**src/fsis_regs.vh**
```
// Purpose: Shared constants for the frame-sync input selection block.
// Assumes: A single master clock with a 25 ns period.
// Notes: Times are in nanoseconds; cycle counts stand beside the times they come from.
`ifndef FSIS_REGS_VH
`define FSIS_REGS_VH

// Master clock period, 40 MHz.
`define FSIS_MCLK_NS 25
// Local oscillator and master multiplier, kept for reference by the clock plan.
`define FSIS_LOCAL_OSC_KHZ 12800
`define FSIS_MCLK_MULT 16

// Nominal frame-sync periods for 2 kHz, 4 kHz and 8 kHz.
`define FSIS_T_2K_NS 500000
`define FSIS_T_4K_NS 250000
`define FSIS_T_8K_NS 125000
// The same periods in master clock cycles at 25 ns per cycle.
`define FSIS_2K_CYC 16'h4E20
`define FSIS_4K_CYC 16'h2710
`define FSIS_8K_CYC 16'h1388

// Width of the period counter; it saturates at all ones.
`define FSIS_CNT_W 16
`define FSIS_CNT_MAX 16'hFFFF

// Detected frame-sync rate codes.
`define FSIS_RATE_NONE 2'h0
`define FSIS_RATE_2K 2'h1
`define FSIS_RATE_4K 2'h2
`define FSIS_RATE_8K 2'h3

// Expected-frequency codes for the reference inputs.
`define FSIS_FREQ_8K 4'h0
`define FSIS_FREQ_19M44 4'h1

// Frame-sync origin field: the top two bits set select the paired mode.
`define FSIS_ORIGIN_PAIRED 2'h3

// Pair choice values: force pin a, b or c, or follow the selected reference.
`define FSIS_PAIR_A 2'h0
`define FSIS_PAIR_B 2'h1
`define FSIS_PAIR_C 2'h2
`define FSIS_PAIR_AUTO 2'h3

// Reference input numbers; zero means no input.
`define FSIS_REF_NONE 4'h0
`define FSIS_REF_2 4'h2
`define FSIS_REF_3 4'h3
`define FSIS_REF_4 4'h4
`define FSIS_REF_5 4'h5
`define FSIS_REF_6 4'h6
`define FSIS_REF_9 4'h9

`endif

```
**src/fsis_pin.v**
```verilog
// Purpose: Synchronise one frame-sync pin, find rising edges and classify the rate.
// Assumes: The pin is asynchronous to i_mclk.
// Notes: The rate is judged from one full period, within a tolerance of 1/16.
`timescale 1ns/1ps
`include "fsis_regs.vh"

module fsis_pin #(
    parameter [15:0] P_2K_CYC = `FSIS_2K_CYC,
    parameter [15:0] P_4K_CYC = `FSIS_4K_CYC,
    parameter [15:0] P_8K_CYC = `FSIS_8K_CYC,
    // Level at which the pin rests on its pull resistor.
    parameter [0:0] P_IDLE = 1'b0
) (
    input wire i_mclk,
    input wire i_rst,
    input wire i_pin,
    output wire o_edge,
    output wire [1:0] o_rate
);

    reg meta_q;
    reg sync_q;
    reg prev_q;
    reg edge_q;
    reg [15:0] cnt_q;
    reg [1:0] rate_q;

    function near;
        input [15:0] cnt;
        input [15:0] nom;
        begin
            near = (cnt >= nom - (nom >> 4)) && (cnt <= nom + (nom >> 4));
        end
    endfunction

    function [1:0] classify;
        input [15:0] cnt;
        begin
            if (near(cnt, P_2K_CYC)) begin
                classify = `FSIS_RATE_2K;
            end else if (near(cnt, P_4K_CYC)) begin
                classify = `FSIS_RATE_4K;
            end else if (near(cnt, P_8K_CYC)) begin
                classify = `FSIS_RATE_8K;
            end else begin
                classify = `FSIS_RATE_NONE;
            end
        end
    endfunction

    always @(posedge i_mclk) begin
        if (i_rst) begin
            // Starting at the idle level keeps reset from faking a rising edge.
            meta_q <= P_IDLE;
            sync_q <= P_IDLE;
            prev_q <= P_IDLE;
            edge_q <= 1'b0;
            cnt_q <= 16'h0000;
            rate_q <= `FSIS_RATE_NONE;
        end else begin
            meta_q <= i_pin;
            sync_q <= meta_q;
            prev_q <= sync_q;
            edge_q <= sync_q & ~prev_q;
            if (sync_q & ~prev_q) begin
                // Counter holds cycles since the last edge, so add one for the period.
                rate_q <= classify(cnt_q + 16'h0001);
                cnt_q <= 16'h0000;
            end else if (cnt_q != `FSIS_CNT_MAX) begin
                cnt_q <= cnt_q + 16'h0001;
            end else begin
                // A stalled pin cannot keep a stale rate alive.
                rate_q <= `FSIS_RATE_NONE;
            end
        end
    end

    assign o_edge = edge_q;
    assign o_rate = rate_q;

endmodule // fsis_pin

```
**src/fsis_top.v**
```verilog
// Purpose: Route three frame-sync pins to the reference inputs and hold expected rates.
// Assumes: i_mclk is the master clock formed from the local oscillator.
// Notes: Configuration arrives on plain ports; there is no software register bus.
`timescale 1ns/1ps
`include "fsis_regs.vh"

module fsis_top #(
    // Frame-sync periods in master clock cycles; shorten for simulation.
    parameter [15:0] P_2K_CYC = `FSIS_2K_CYC,
    parameter [15:0] P_4K_CYC = `FSIS_4K_CYC,
    parameter [15:0] P_8K_CYC = `FSIS_8K_CYC
) (
    input wire i_mclk,
    input wire i_rst,
    // Frame-sync pins, asynchronous.
    input wire i_frame_pulse_in_a,
    input wire i_frame_pulse_in_b,
    input wire i_frame_pulse_in_c,
    // Routing configuration, from logic on i_mclk.
    input wire [3:0] i_sync_origin_select,
    input wire [1:0] i_sync_pair_choice,
    input wire [3:0] i_selected_ref,
    // Expected-frequency write port; slot 0..7 stands for inputs 1,2,3,4,5,6,8,9.
    input wire i_freq_we,
    input wire [2:0] i_freq_slot,
    input wire [3:0] i_freq_code,
    // Routed frame sync.
    output wire o_ext_sync,
    output wire [3:0] o_sync_ref,
    output wire o_sync_on_selected,
    output wire [1:0] o_sync_rate,
    output wire [2:0] o_pin_active,
    // Expected frequency codes, slot 0 in the low nibble.
    output wire [31:0] o_exp_freq
);

    wire [2:0] pin_raw;
    wire [2:0] pin_edge;
    wire [5:0] pin_rate;

    reg ext_sync_q;
    reg [3:0] sync_ref_q;
    reg on_sel_q;
    reg [1:0] sync_rate_q;
    reg [2:0] pin_active_q;
    reg [31:0] freq_q;

    reg [2:0] pin_active_d;
    reg [3:0] sync_ref_d;
    reg [1:0] pin_idx;

    wire paired;
    wire [3:0] ref_a;
    wire [3:0] ref_b;
    wire [3:0] ref_c;

    assign pin_raw = {i_frame_pulse_in_c, i_frame_pulse_in_b, i_frame_pulse_in_a};

    // Every pin logic runs on the single master clock.
    // Pin c rests high on its pull-up while a and b rest low.
    genvar g;
    generate
        for (g = 0; g < 3; g = g + 1) begin : g_pin
            fsis_pin #(
                .P_2K_CYC(P_2K_CYC),
                .P_4K_CYC(P_4K_CYC),
                .P_8K_CYC(P_8K_CYC),
                .P_IDLE(g == 2)
            ) u_pin (
                .i_mclk(i_mclk),
                .i_rst(i_rst),
                .i_pin(pin_raw[g]),
                .o_edge(pin_edge[g]),
                .o_rate(pin_rate[2*g+1:2*g])
            );
        end
    endgenerate

    // Of a pair, the member that is currently selected wins; otherwise the first.
    function [3:0] pick;
        input [3:0] sel;
        input [3:0] first;
        input [3:0] second;
        begin
            if (sel == second) begin
                pick = second;
            end else begin
                pick = first;
            end
        end
    endfunction

    function in_pair;
        input [3:0] sel;
        input [3:0] first;
        input [3:0] second;
        begin
            in_pair = (sel == first) || (sel == second);
        end
    endfunction

    assign paired = (i_sync_origin_select[3:2] == `FSIS_ORIGIN_PAIRED);
    assign ref_a = pick(i_selected_ref, `FSIS_REF_3, `FSIS_REF_5);
    assign ref_b = pick(i_selected_ref, `FSIS_REF_4, `FSIS_REF_6);
    assign ref_c = pick(i_selected_ref, `FSIS_REF_9, `FSIS_REF_2);

    always @* begin
        pin_active_d = 3'b000;
        sync_ref_d = `FSIS_REF_NONE;
        pin_idx = 2'h0;
        if (!paired) begin
            // Only pin a can serve; b and c never reach the output here.
            if (i_sync_origin_select != `FSIS_REF_NONE) begin
                pin_active_d = 3'b001;
                sync_ref_d = i_sync_origin_select;
            end
        end else begin
            case (i_sync_pair_choice)
                `FSIS_PAIR_A: begin
                    pin_idx = 2'h0;
                end
                `FSIS_PAIR_B: begin
                    pin_idx = 2'h1;
                end
                `FSIS_PAIR_C: begin
                    pin_idx = 2'h2;
                end
                default: begin
                    // Follow the selected reference; no pair holds it means no pin.
                    if (in_pair(i_selected_ref, `FSIS_REF_3, `FSIS_REF_5)) begin
                        pin_idx = 2'h0;
                    end else if (in_pair(i_selected_ref, `FSIS_REF_4, `FSIS_REF_6)) begin
                        pin_idx = 2'h1;
                    end else if (in_pair(i_selected_ref, `FSIS_REF_9, `FSIS_REF_2)) begin
                        pin_idx = 2'h2;
                    end else begin
                        pin_idx = 2'h3;
                    end
                end
            endcase
            case (pin_idx)
                2'h0: begin
                    pin_active_d = 3'b001;
                    sync_ref_d = ref_a;
                end
                2'h1: begin
                    pin_active_d = 3'b010;
                    sync_ref_d = ref_b;
                end
                2'h2: begin
                    pin_active_d = 3'b100;
                    sync_ref_d = ref_c;
                end
                default: begin
                    pin_active_d = 3'b000;
                    sync_ref_d = `FSIS_REF_NONE;
                end
            endcase
        end
    end

    // Default code for a slot: slots 0 to 3 are inputs 1 to 4 at 8 kHz, the rest 19.44 MHz.
    function [3:0] slot_default;
        input [2:0] slot;
        begin
            if (slot < 3'h4) begin
                slot_default = `FSIS_FREQ_8K;
            end else begin
                slot_default = `FSIS_FREQ_19M44;
            end
        end
    endfunction

    always @(posedge i_mclk) begin
        if (i_rst) begin
            ext_sync_q <= 1'b0;
            sync_ref_q <= `FSIS_REF_NONE;
            on_sel_q <= 1'b0;
            sync_rate_q <= `FSIS_RATE_NONE;
            pin_active_q <= 3'b000;
            freq_q <= {slot_default(3'h7), slot_default(3'h6), slot_default(3'h5),
                slot_default(3'h4), slot_default(3'h3), slot_default(3'h2),
                slot_default(3'h1), slot_default(3'h0)};
        end else begin
            pin_active_q <= pin_active_d;
            sync_ref_q <= sync_ref_d;
            on_sel_q <= (sync_ref_d != `FSIS_REF_NONE) && (sync_ref_d == i_selected_ref);
            // Masking by the active pin keeps unused pins off the output.
            ext_sync_q <= |(pin_edge & pin_active_d);
            if (pin_active_d[0]) begin
                sync_rate_q <= pin_rate[1:0];
            end else if (pin_active_d[1]) begin
                sync_rate_q <= pin_rate[3:2];
            end else if (pin_active_d[2]) begin
                sync_rate_q <= pin_rate[5:4];
            end else begin
                sync_rate_q <= `FSIS_RATE_NONE;
            end
            if (i_freq_we) begin
                // Slots are programmable after reset.
                freq_q[{i_freq_slot, 2'b00} +: 4] <= i_freq_code;
            end
        end
    end

    assign o_ext_sync = ext_sync_q;
    assign o_sync_ref = sync_ref_q;
    assign o_sync_on_selected = on_sel_q;
    assign o_sync_rate = sync_rate_q;
    assign o_pin_active = pin_active_q;
    assign o_exp_freq = freq_q;

endmodule // fsis_top

```
**config.mk**
```make
export PLATFORM = sky130hd
export DESIGN_NAME = fsis_top
export DESIGN_NICKNAME = d
export VERILOG_FILES = /design/src/fsis_pin.v /design/src/fsis_top.v
export VERILOG_INCLUDE_DIRS = /design/src /design/src/src
export SDC_FILE = /design/constraint.sdc
export NUM_CORES = 1
export LEC_CHECK = 0
export BUFFER_PORTS_ARGS = -buffer_cell sky130_fd_sc_hd__buf_2
export CORE_MARGIN = 8
export CORE_UTILIZATION = 40
export CTS_CLUSTER_SIZE = 25
export DETAILED_ROUTE_END_ITERATION = 6
export PLACE_DENSITY = 0.7
export SLEW_MARGIN = 10
export SYNTH_ARGS = -nofsm -noshare
export SYNTH_HDL_FRONTEND = slang
export SYNTH_SLANG_ARGS = --single-unit
```
**constraint.sdc**
```tcl
create_clock -name i_mclk -period 2.4 [get_ports i_mclk]
set_input_delay 0.36 -clock i_mclk [delete_from_list [all_inputs] [get_ports i_mclk]]
set_output_delay 0.36 -clock i_mclk [all_outputs]
set_load 0.05 [all_outputs]
```
[After elaboration in Yosys (flattened, before gate mapping)]
Index checks and enable logic that the tools add are counted.
W data, S select, Z words.
Cells by class
  shift operators: 2
  reduce and logical (&&, ||, !) cells: 21
  mux-type cells: 33
  magnitude comparators: 18
  eq/ne operators: 18
  $add $sub $neg: 4
  bitwise operators: 7
Operator list (number)
  $add A16 B1 Y16 const B: 3
  $ge A16 B13 Y1 const B: 3
  $ge A16 B14 Y1 const B: 3
  $ge A16 B15 Y1 const B: 3
  $le A16 B13 Y1 const B: 3
  $le A16 B14 Y1 const B: 3
  $le A16 B15 Y1 const B: 3
  $ne A16 B16 Y1 const B: 3
  $mux W2: 22
  $bwmux W32: 1
  $shift A4 B7 Y32 const A: 1
  $shiftx A4 B7 Y32: 1
  $eq A4 B3 Y1 const B: 3
  $mux W4: 3
  $pmux W4 S3: 1
  $logic_and A1 B1 Y1: 10
  $pmux W3 S3: 1
  $eq A4 B2 Y1 const B: 2
  $reduce_bool A4 Y1: 2
  $neg A5 Y7: 1
  $eq A2 B2 Y1 const B: 3
  $mux W3: 2
  $ne A2 B1 Y1 const B: 3
  $pmux W2 S3: 1
  11 further kinds: 22
Word-level totals
  bits in registers: 109
  input bits: 23
  word-level logic and storage cells: 127
  output and inout port bits: 43

[Depth between registers and ports, before layout]
  depth after elaboration: 13
  gate-level depth with buffers: 11
  gate-level depth less buffers: 9

[Hierarchy]
From an unflattened synthesis, not the netlist that was laid out.
Second synthesis, totals
  cells, all modules: 781
  area, all modules: 6593.8 um^2
By module, submodules not included
  fsis_pin at g_pin[0].u_pin ...: seq. area each 440.4 um^2, area an instance 1483.9 um^2, times used 2, cells each 176
  fsis_top: seq. area each 860.8 um^2, area an instance 2125.8 um^2, times used 1, cells each 243
  fsis_pin at g_pin[2].u_pin: seq. area each 440.4 um^2, area an instance 1500.2 um^2, times used 1, cells each 186

[Least setup slack after synthesis]
No wires, ideal clock.
  path kind: register to register
  start point: reg g_pin[0].u_pin.cnt_q[0]
  end point: reg g_pin[0].u_pin.rate_q[0]
  library setup time: 0.117 ns
  period minus slack after synthesis: 2.394 ns
  stages on the path, launching flop included: 11
  data required time: 2.283 ns
  arrival time: 2.276 ns
  setup slack: 0.006 ns
  cells stage by stage: dfxtp_1 > ha_1 > nand2_1 > buf_2 > or3_1 > xor2_1 > o2111ai_1 > a32oi_1 > a211o_1 > o21ai_0 > a32o_1
On the way
  word-level cells in the longest chain between the ends: 7
RTL lines
  from (decl): RTL line fsis_pin.v:25  | reg [15:0] cnt_q;
  from (signal assigned): RTL line fsis_pin.v:70  | cnt_q <= cnt_q + 16'h0001;
  $add A16 B1 Y16: RTL line fsis_pin.v:67  | rate_q <= classify(cnt_q + 16'h0001);
  $ge A16 B13 Y1 or $le A16 B13 Y1 (tied branches): RTL line fsis_pin.v:32  | near = (cnt >= nom - (nom >> 4)) && (cnt <= nom + (nom >> 4));
  $logic_and A1 B1 Y1: RTL line fsis_pin.v:32
  $mux W2: RTL line fsis_pin.v:43  | end else if (near(cnt, P_8K_CYC)) begin
  $mux W2: RTL line fsis_pin.v:41  | end else if (near(cnt, P_4K_CYC)) begin
  $mux W2: RTL line fsis_pin.v:39  | if (near(cnt, P_2K_CYC)) begin
  $mux W2: RTL line fsis_pin.v:65  | if (sync_q & ~prev_q) begin
  to (signal assigned): RTL line fsis_pin.v:59  | rate_q <= `FSIS_RATE_NONE;
  to (signal assigned): RTL line fsis_pin.v:67
  to (signal assigned): RTL line fsis_pin.v:73  | rate_q <= `FSIS_RATE_NONE;
  to (decl): RTL line fsis_pin.v:26  | reg [1:0] rate_q;
Parallel ways exist; a longest one is shown, timed or not.
A chain may end at the register's enable or synchronous reset.

[Worst setup path after layout]
  start point: reg g_pin[1].u_pin.cnt_q[0]
  end point: reg g_pin[1].u_pin.rate_q[1]
On the way
  word-level cells in the longest chain between the ends: 7
RTL lines (RTL line)
  from (decl): fsis_pin.v:25
  from (signal assigned): fsis_pin.v:70
  $add A16 B1 Y16: fsis_pin.v:67
  $ge A16 B13 Y1 or $le A16 B13 Y1 (tied branches): fsis_pin.v:32
  $logic_and A1 B1 Y1: fsis_pin.v:32
  $mux W2: fsis_pin.v:43
  $mux W2: fsis_pin.v:41
  $mux W2: fsis_pin.v:39
  $mux W2: fsis_pin.v:65
  to (signal assigned): fsis_pin.v:59
  to (signal assigned): fsis_pin.v:67
  to (signal assigned): fsis_pin.v:73
  to (decl): fsis_pin.v:26
Parallel ways exist; a longest one is shown, timed or not.

==> out/results.txt <==
r2r endpoint - g_pin[1].u_pin.o_rate[1]
Flop pwr share - 49.3%
drt pass-1 iters - 5
fraction of synthesized cell area taken by the top area cell type - 34.3%
die area - 20200 um2
pin count of the biggest net entering global routing - 31
Core Util, Final - 48.5%
total via count after detailed routing - 5788
status - finished clean
fraction of layout instances using a drive strength above 1 - 24.1%
worst setup path startpoint - g_pin[1].u_pin.cnt_q[0]
final critical-path share of the clock period - 95.9%
total wirelength of the detailed-routed design - 15.8 mm
post-synthesis cell type count - 83
Most used DFF post-synth - sky130_fd_sc_hd__dfxtp_1
wire length of the first global-routing pass - 26.4 mm
Critical Path Fanout Max - 10
number of pins exceeding their max-slew limit in the final report - 0
net switching power - 1.05 mW
Setup-failing EPs final - 0
worst-skew pair later-pin latency - 0.35 ns
switch share - 27.8%
dominant cell type by area after synthesis - sky130_fd_sc_hd__dfxtp_1
Antenna diodes - 0
half-perimeter wire length of the detailed placement result - 11.6 mm
H-tree level count - 3
reported leakage power - 3.04 nW
CP startpoint kind - register
clock buffer depth - 2
count of cells along the worst register-to-register path - 9
root cell of the clock tree - sky130_fd_sc_hd__clkbuf_16
Post-synth EDFFs - 0
placeable core area - 15700 um2
synthesized instance count - 767
number of global-route vias before repair - 5413
data arrival time of the critical path - 2.56 ns
total global-route track usage - 15.6%
type of the worst min-delay path - input port to register
residual DRC count - 0
cell internal pwr - 2.73 mW
commonest non-fill, non-tap cell in the layout - sky130_fd_sc_hd__dfxtp_1
number of buffers created by CTS - 9
Post-Synthesis Mean Instance Area - 8.30 um2
proportion of power drawn by combinational gates - 11.1%
GPL Wtd Cong - 0.885
count of max-cap constraint violations - 0
Port Buf Inserts - 65
area used by sequential logic in the layout - 2190 um2
routed wirelength normalized by instance count - 14.7 um
path type of the worst setup path - register to register
Post CTS Setup Buffer Count - 0
hold_sp - i_frame_pulse_in_b
category of the worst setup path capture point - register
antenna violations before repair - 0
proportion of register bits with asynchronous set or reset after synthesis - 0%
leading cell types in the layout, fill and taps excluded - sky130_fd_sc_hd__dfxtp_1 (101), sky130_fd_sc_hd__nor2_1 (77), sky130_fd_sc_hd__buf_2 (65)
worst slew margin relative to its limit - 56.1%
yosys synthesis warning count - 0
vertical extent of the die - 142 um
net count reported at finish - 891
Worst Clk Skew - 0.00970 ns
relative area change from synthesis to final layout - 19.7%
reg-to-reg startpoint - g_pin[1].u_pin.cnt_q[0]
slack of the worst reg-to-reg path - 0.1 ns
I/O pin cnt - 66
Power Dens Cells - 497 nW/um2
post-layout minimum cycle time - 2.30 ns
setup TNS - 0 ns
share of total power in the clock network - 39.6%
net count of the mapped netlist - 803
post-synth design cell area - 6360 um2
final global-route overflow total - 0
DR iter-0 viols - 340
area of the multi-input gates - 3960 um2
maximum clock frequency - 435 MHz
clock slew at the register clock pins of the worst setup and hold paths - 0.08 ns
actual transition at the worst max-transition pin - 0.659 ns
Synth Register Bits - 109
Final Hold Violating Endpoints - 0
die width - 142 um
clock tree from TritonCTS - done
via density per instance - 5.38
CTS Sinks - 109
floorplan row count - 46
dominant cells by area after synthesis - sky130_fd_sc_hd__dfxtp_1 (34%), sky130_fd_sc_hd__xnor2_1 (5.1%), sky130_fd_sc_hd__nor2_1 (4.7%)
destination of the worst hold path - g_pin[1].u_pin.meta_q
required arrival time at the worst endpoint - 2.66 ns
part of the Yosys area used for sequential elements - 34.3%
worst vdd rail ir drop - 349 uV
hold_buf cts - 0
Fillers - 1492
effective utilization at floorplan - 40.5%
depth of the worst hold-timing path - 2
Tot Pwr - 3.79 mW
post-route antenna net violation count - 0
-- kinds of logic (layout without fill, tap and decap cells) --
family,Yosys count,after routing,synth area share [%]
compound gates,169,169,17.8
xor+xnor,55,55,7.98
fa+ha+maj,13,13,2.56
buf+inv,77,170,5.11
flops,109,109,34.3
mux,27,27,4.27
simple gates,317,317,28.0
-- layer usage --
layer / share of wire (%) / wire, um / vias up / global-route usage (%)
met4: 1.5 / 238 / 0 / 5.54
met3: 4.9 / 776 / 20 / 2.58
met2: 48 / 7490 / 136 / 24.9
li1: - / - / 2944 / -
met5: 0 / 0 / - / 0
met1: 46 / 7260 / 2688 / 20.7
-- synth_stat cells (6+ instances only) --
cell type,instances
sky130_fd_sc_hd__dfxtp_1,109
sky130_fd_sc_hd__nor2_1,79
sky130_fd_sc_hd__a21oi_1,59
sky130_fd_sc_hd__nand2_1,54
sky130_fd_sc_hd__nand3_1,37
sky130_fd_sc_hd__xnor2_1,37
sky130_fd_sc_hd__clkbuf_1,26
sky130_fd_sc_hd__inv_1,26
sky130_fd_sc_hd__mux2i_1,26
sky130_fd_sc_hd__nor3_1,26
sky130_fd_sc_hd__o21ai_0,19
sky130_fd_sc_hd__buf_2,18
sky130_fd_sc_hd__xor2_1,16
sky130_fd_sc_hd__ha_1,13
sky130_fd_sc_hd__nand4_1,13
sky130_fd_sc_hd__a31oi_1,12
sky130_fd_sc_hd__nor2b_1,12
sky130_fd_sc_hd__nand2b_1,11
sky130_fd_sc_hd__and3_1,10
sky130_fd_sc_hd__a311oi_1,8
sky130_fd_sc_hd__or3_1,8
sky130_fd_sc_hd__a211o_1,6
sky130_fd_sc_hd__and2_1,6
sky130_fd_sc_hd__o31ai_1,6
sky130_fd_sc_hd__or2_2,6
-- timing repair --
| action | in CTS | in global routing |
|---|---|---|
| pin swaps | 1 | 3 |
| gates resized for setup | 1 | 30 |
| endpoints found under the setup margin | 1 | 6 |
-- power groups by stage --
stage / clock network (mW) / logic, mW / registers [mW]
floorplan: 0 / 0.225 / 1.97
global placement: 0 / 0.415 / 1.91
detailed placement: 0 / 0.417 / 1.91
CTS: 1.54 / 0.420 / 1.87
global route: 1.63 / 0.465 / 1.87
finish: 1.50 / 0.422 / 1.87
-- worst max-delay path: stages (launching register included) --
cell and delay, ns:
sky130_fd_sc_hd__dfxtp_2 0.34, sky130_fd_sc_hd__ha_2 0.20, sky130_fd_sc_hd__buf_4 0.17, sky130_fd_sc_hd__and4_2 0.27
sky130_fd_sc_hd__or4_4 0.52, sky130_fd_sc_hd__o31ai_1 0.09, sky130_fd_sc_hd__nor2_1 0.08, sky130_fd_sc_hd__a41oi_1 0.22
sky130_fd_sc_hd__o31ai_2 0.08, sky130_fd_sc_hd__a32o_1 0.22
-- final cells by class --
cell class	count	area share, %
inverters	26	1.28
multi-input cells	581	51.9
clock inverters	7	1.03
well taps	216	3.55
clock buffers	9	2.96
flip-flops and latches	109	28.8
repair buffers	128	10.5
-- registers in the layout (all words and copies together) (netlist names) --
signal,count
g_pin.u_pin.cnt_q,48
g_pin.u_pin.prev_q,3
o_ext_sync,1
o_sync_on_selected,1
o_sync_rate,2
g_pin.u_pin.o_rate,6
o_sync_ref,4
g_pin.u_pin.meta_q,3
o_pin_active,3
o_exp_freq,32
g_pin.u_pin.sync_q,3
g_pin.u_pin.o_edge,3
-- metrics by stage --
| stage | hold slack, ns | setup WS (ns) | std cells | instance area, um2 |
|---|---|---|---|---|
| after global placement | 0.392 | 0.0438 | 1060 | 7200 |
| after global routing | 0.238 | -0.00393 | 1076 | 7620 |
| after CTS | 0.218 | 0.0290 | 1076 | 7520 |
| after floorplan | 0.389 | 0.00639 | 767 | 6360 |
| final | 0.233 | 0.0995 | 1076 | 7620 |
| after detailed placement | 0.395 | 0.0189 | 1060 | 7200 |
-- worst max path at each step --
stage                          endpoint  cells after the start
3_3_place_gp   g_pin[0].u_pin.o_rate[1]                      9
4_1_cts        g_pin[1].u_pin.o_rate[0]                     10
2_1_floorplan  g_pin[0].u_pin.o_rate[0]                     10
3_5_place_dp   g_pin[1].u_pin.o_rate[1]                      9
6_report       g_pin[1].u_pin.o_rate[1]                      9
5_1_grt        g_pin[2].u_pin.o_rate[1]                      7
Note: power is estimated with default switching activity, not from simulation.
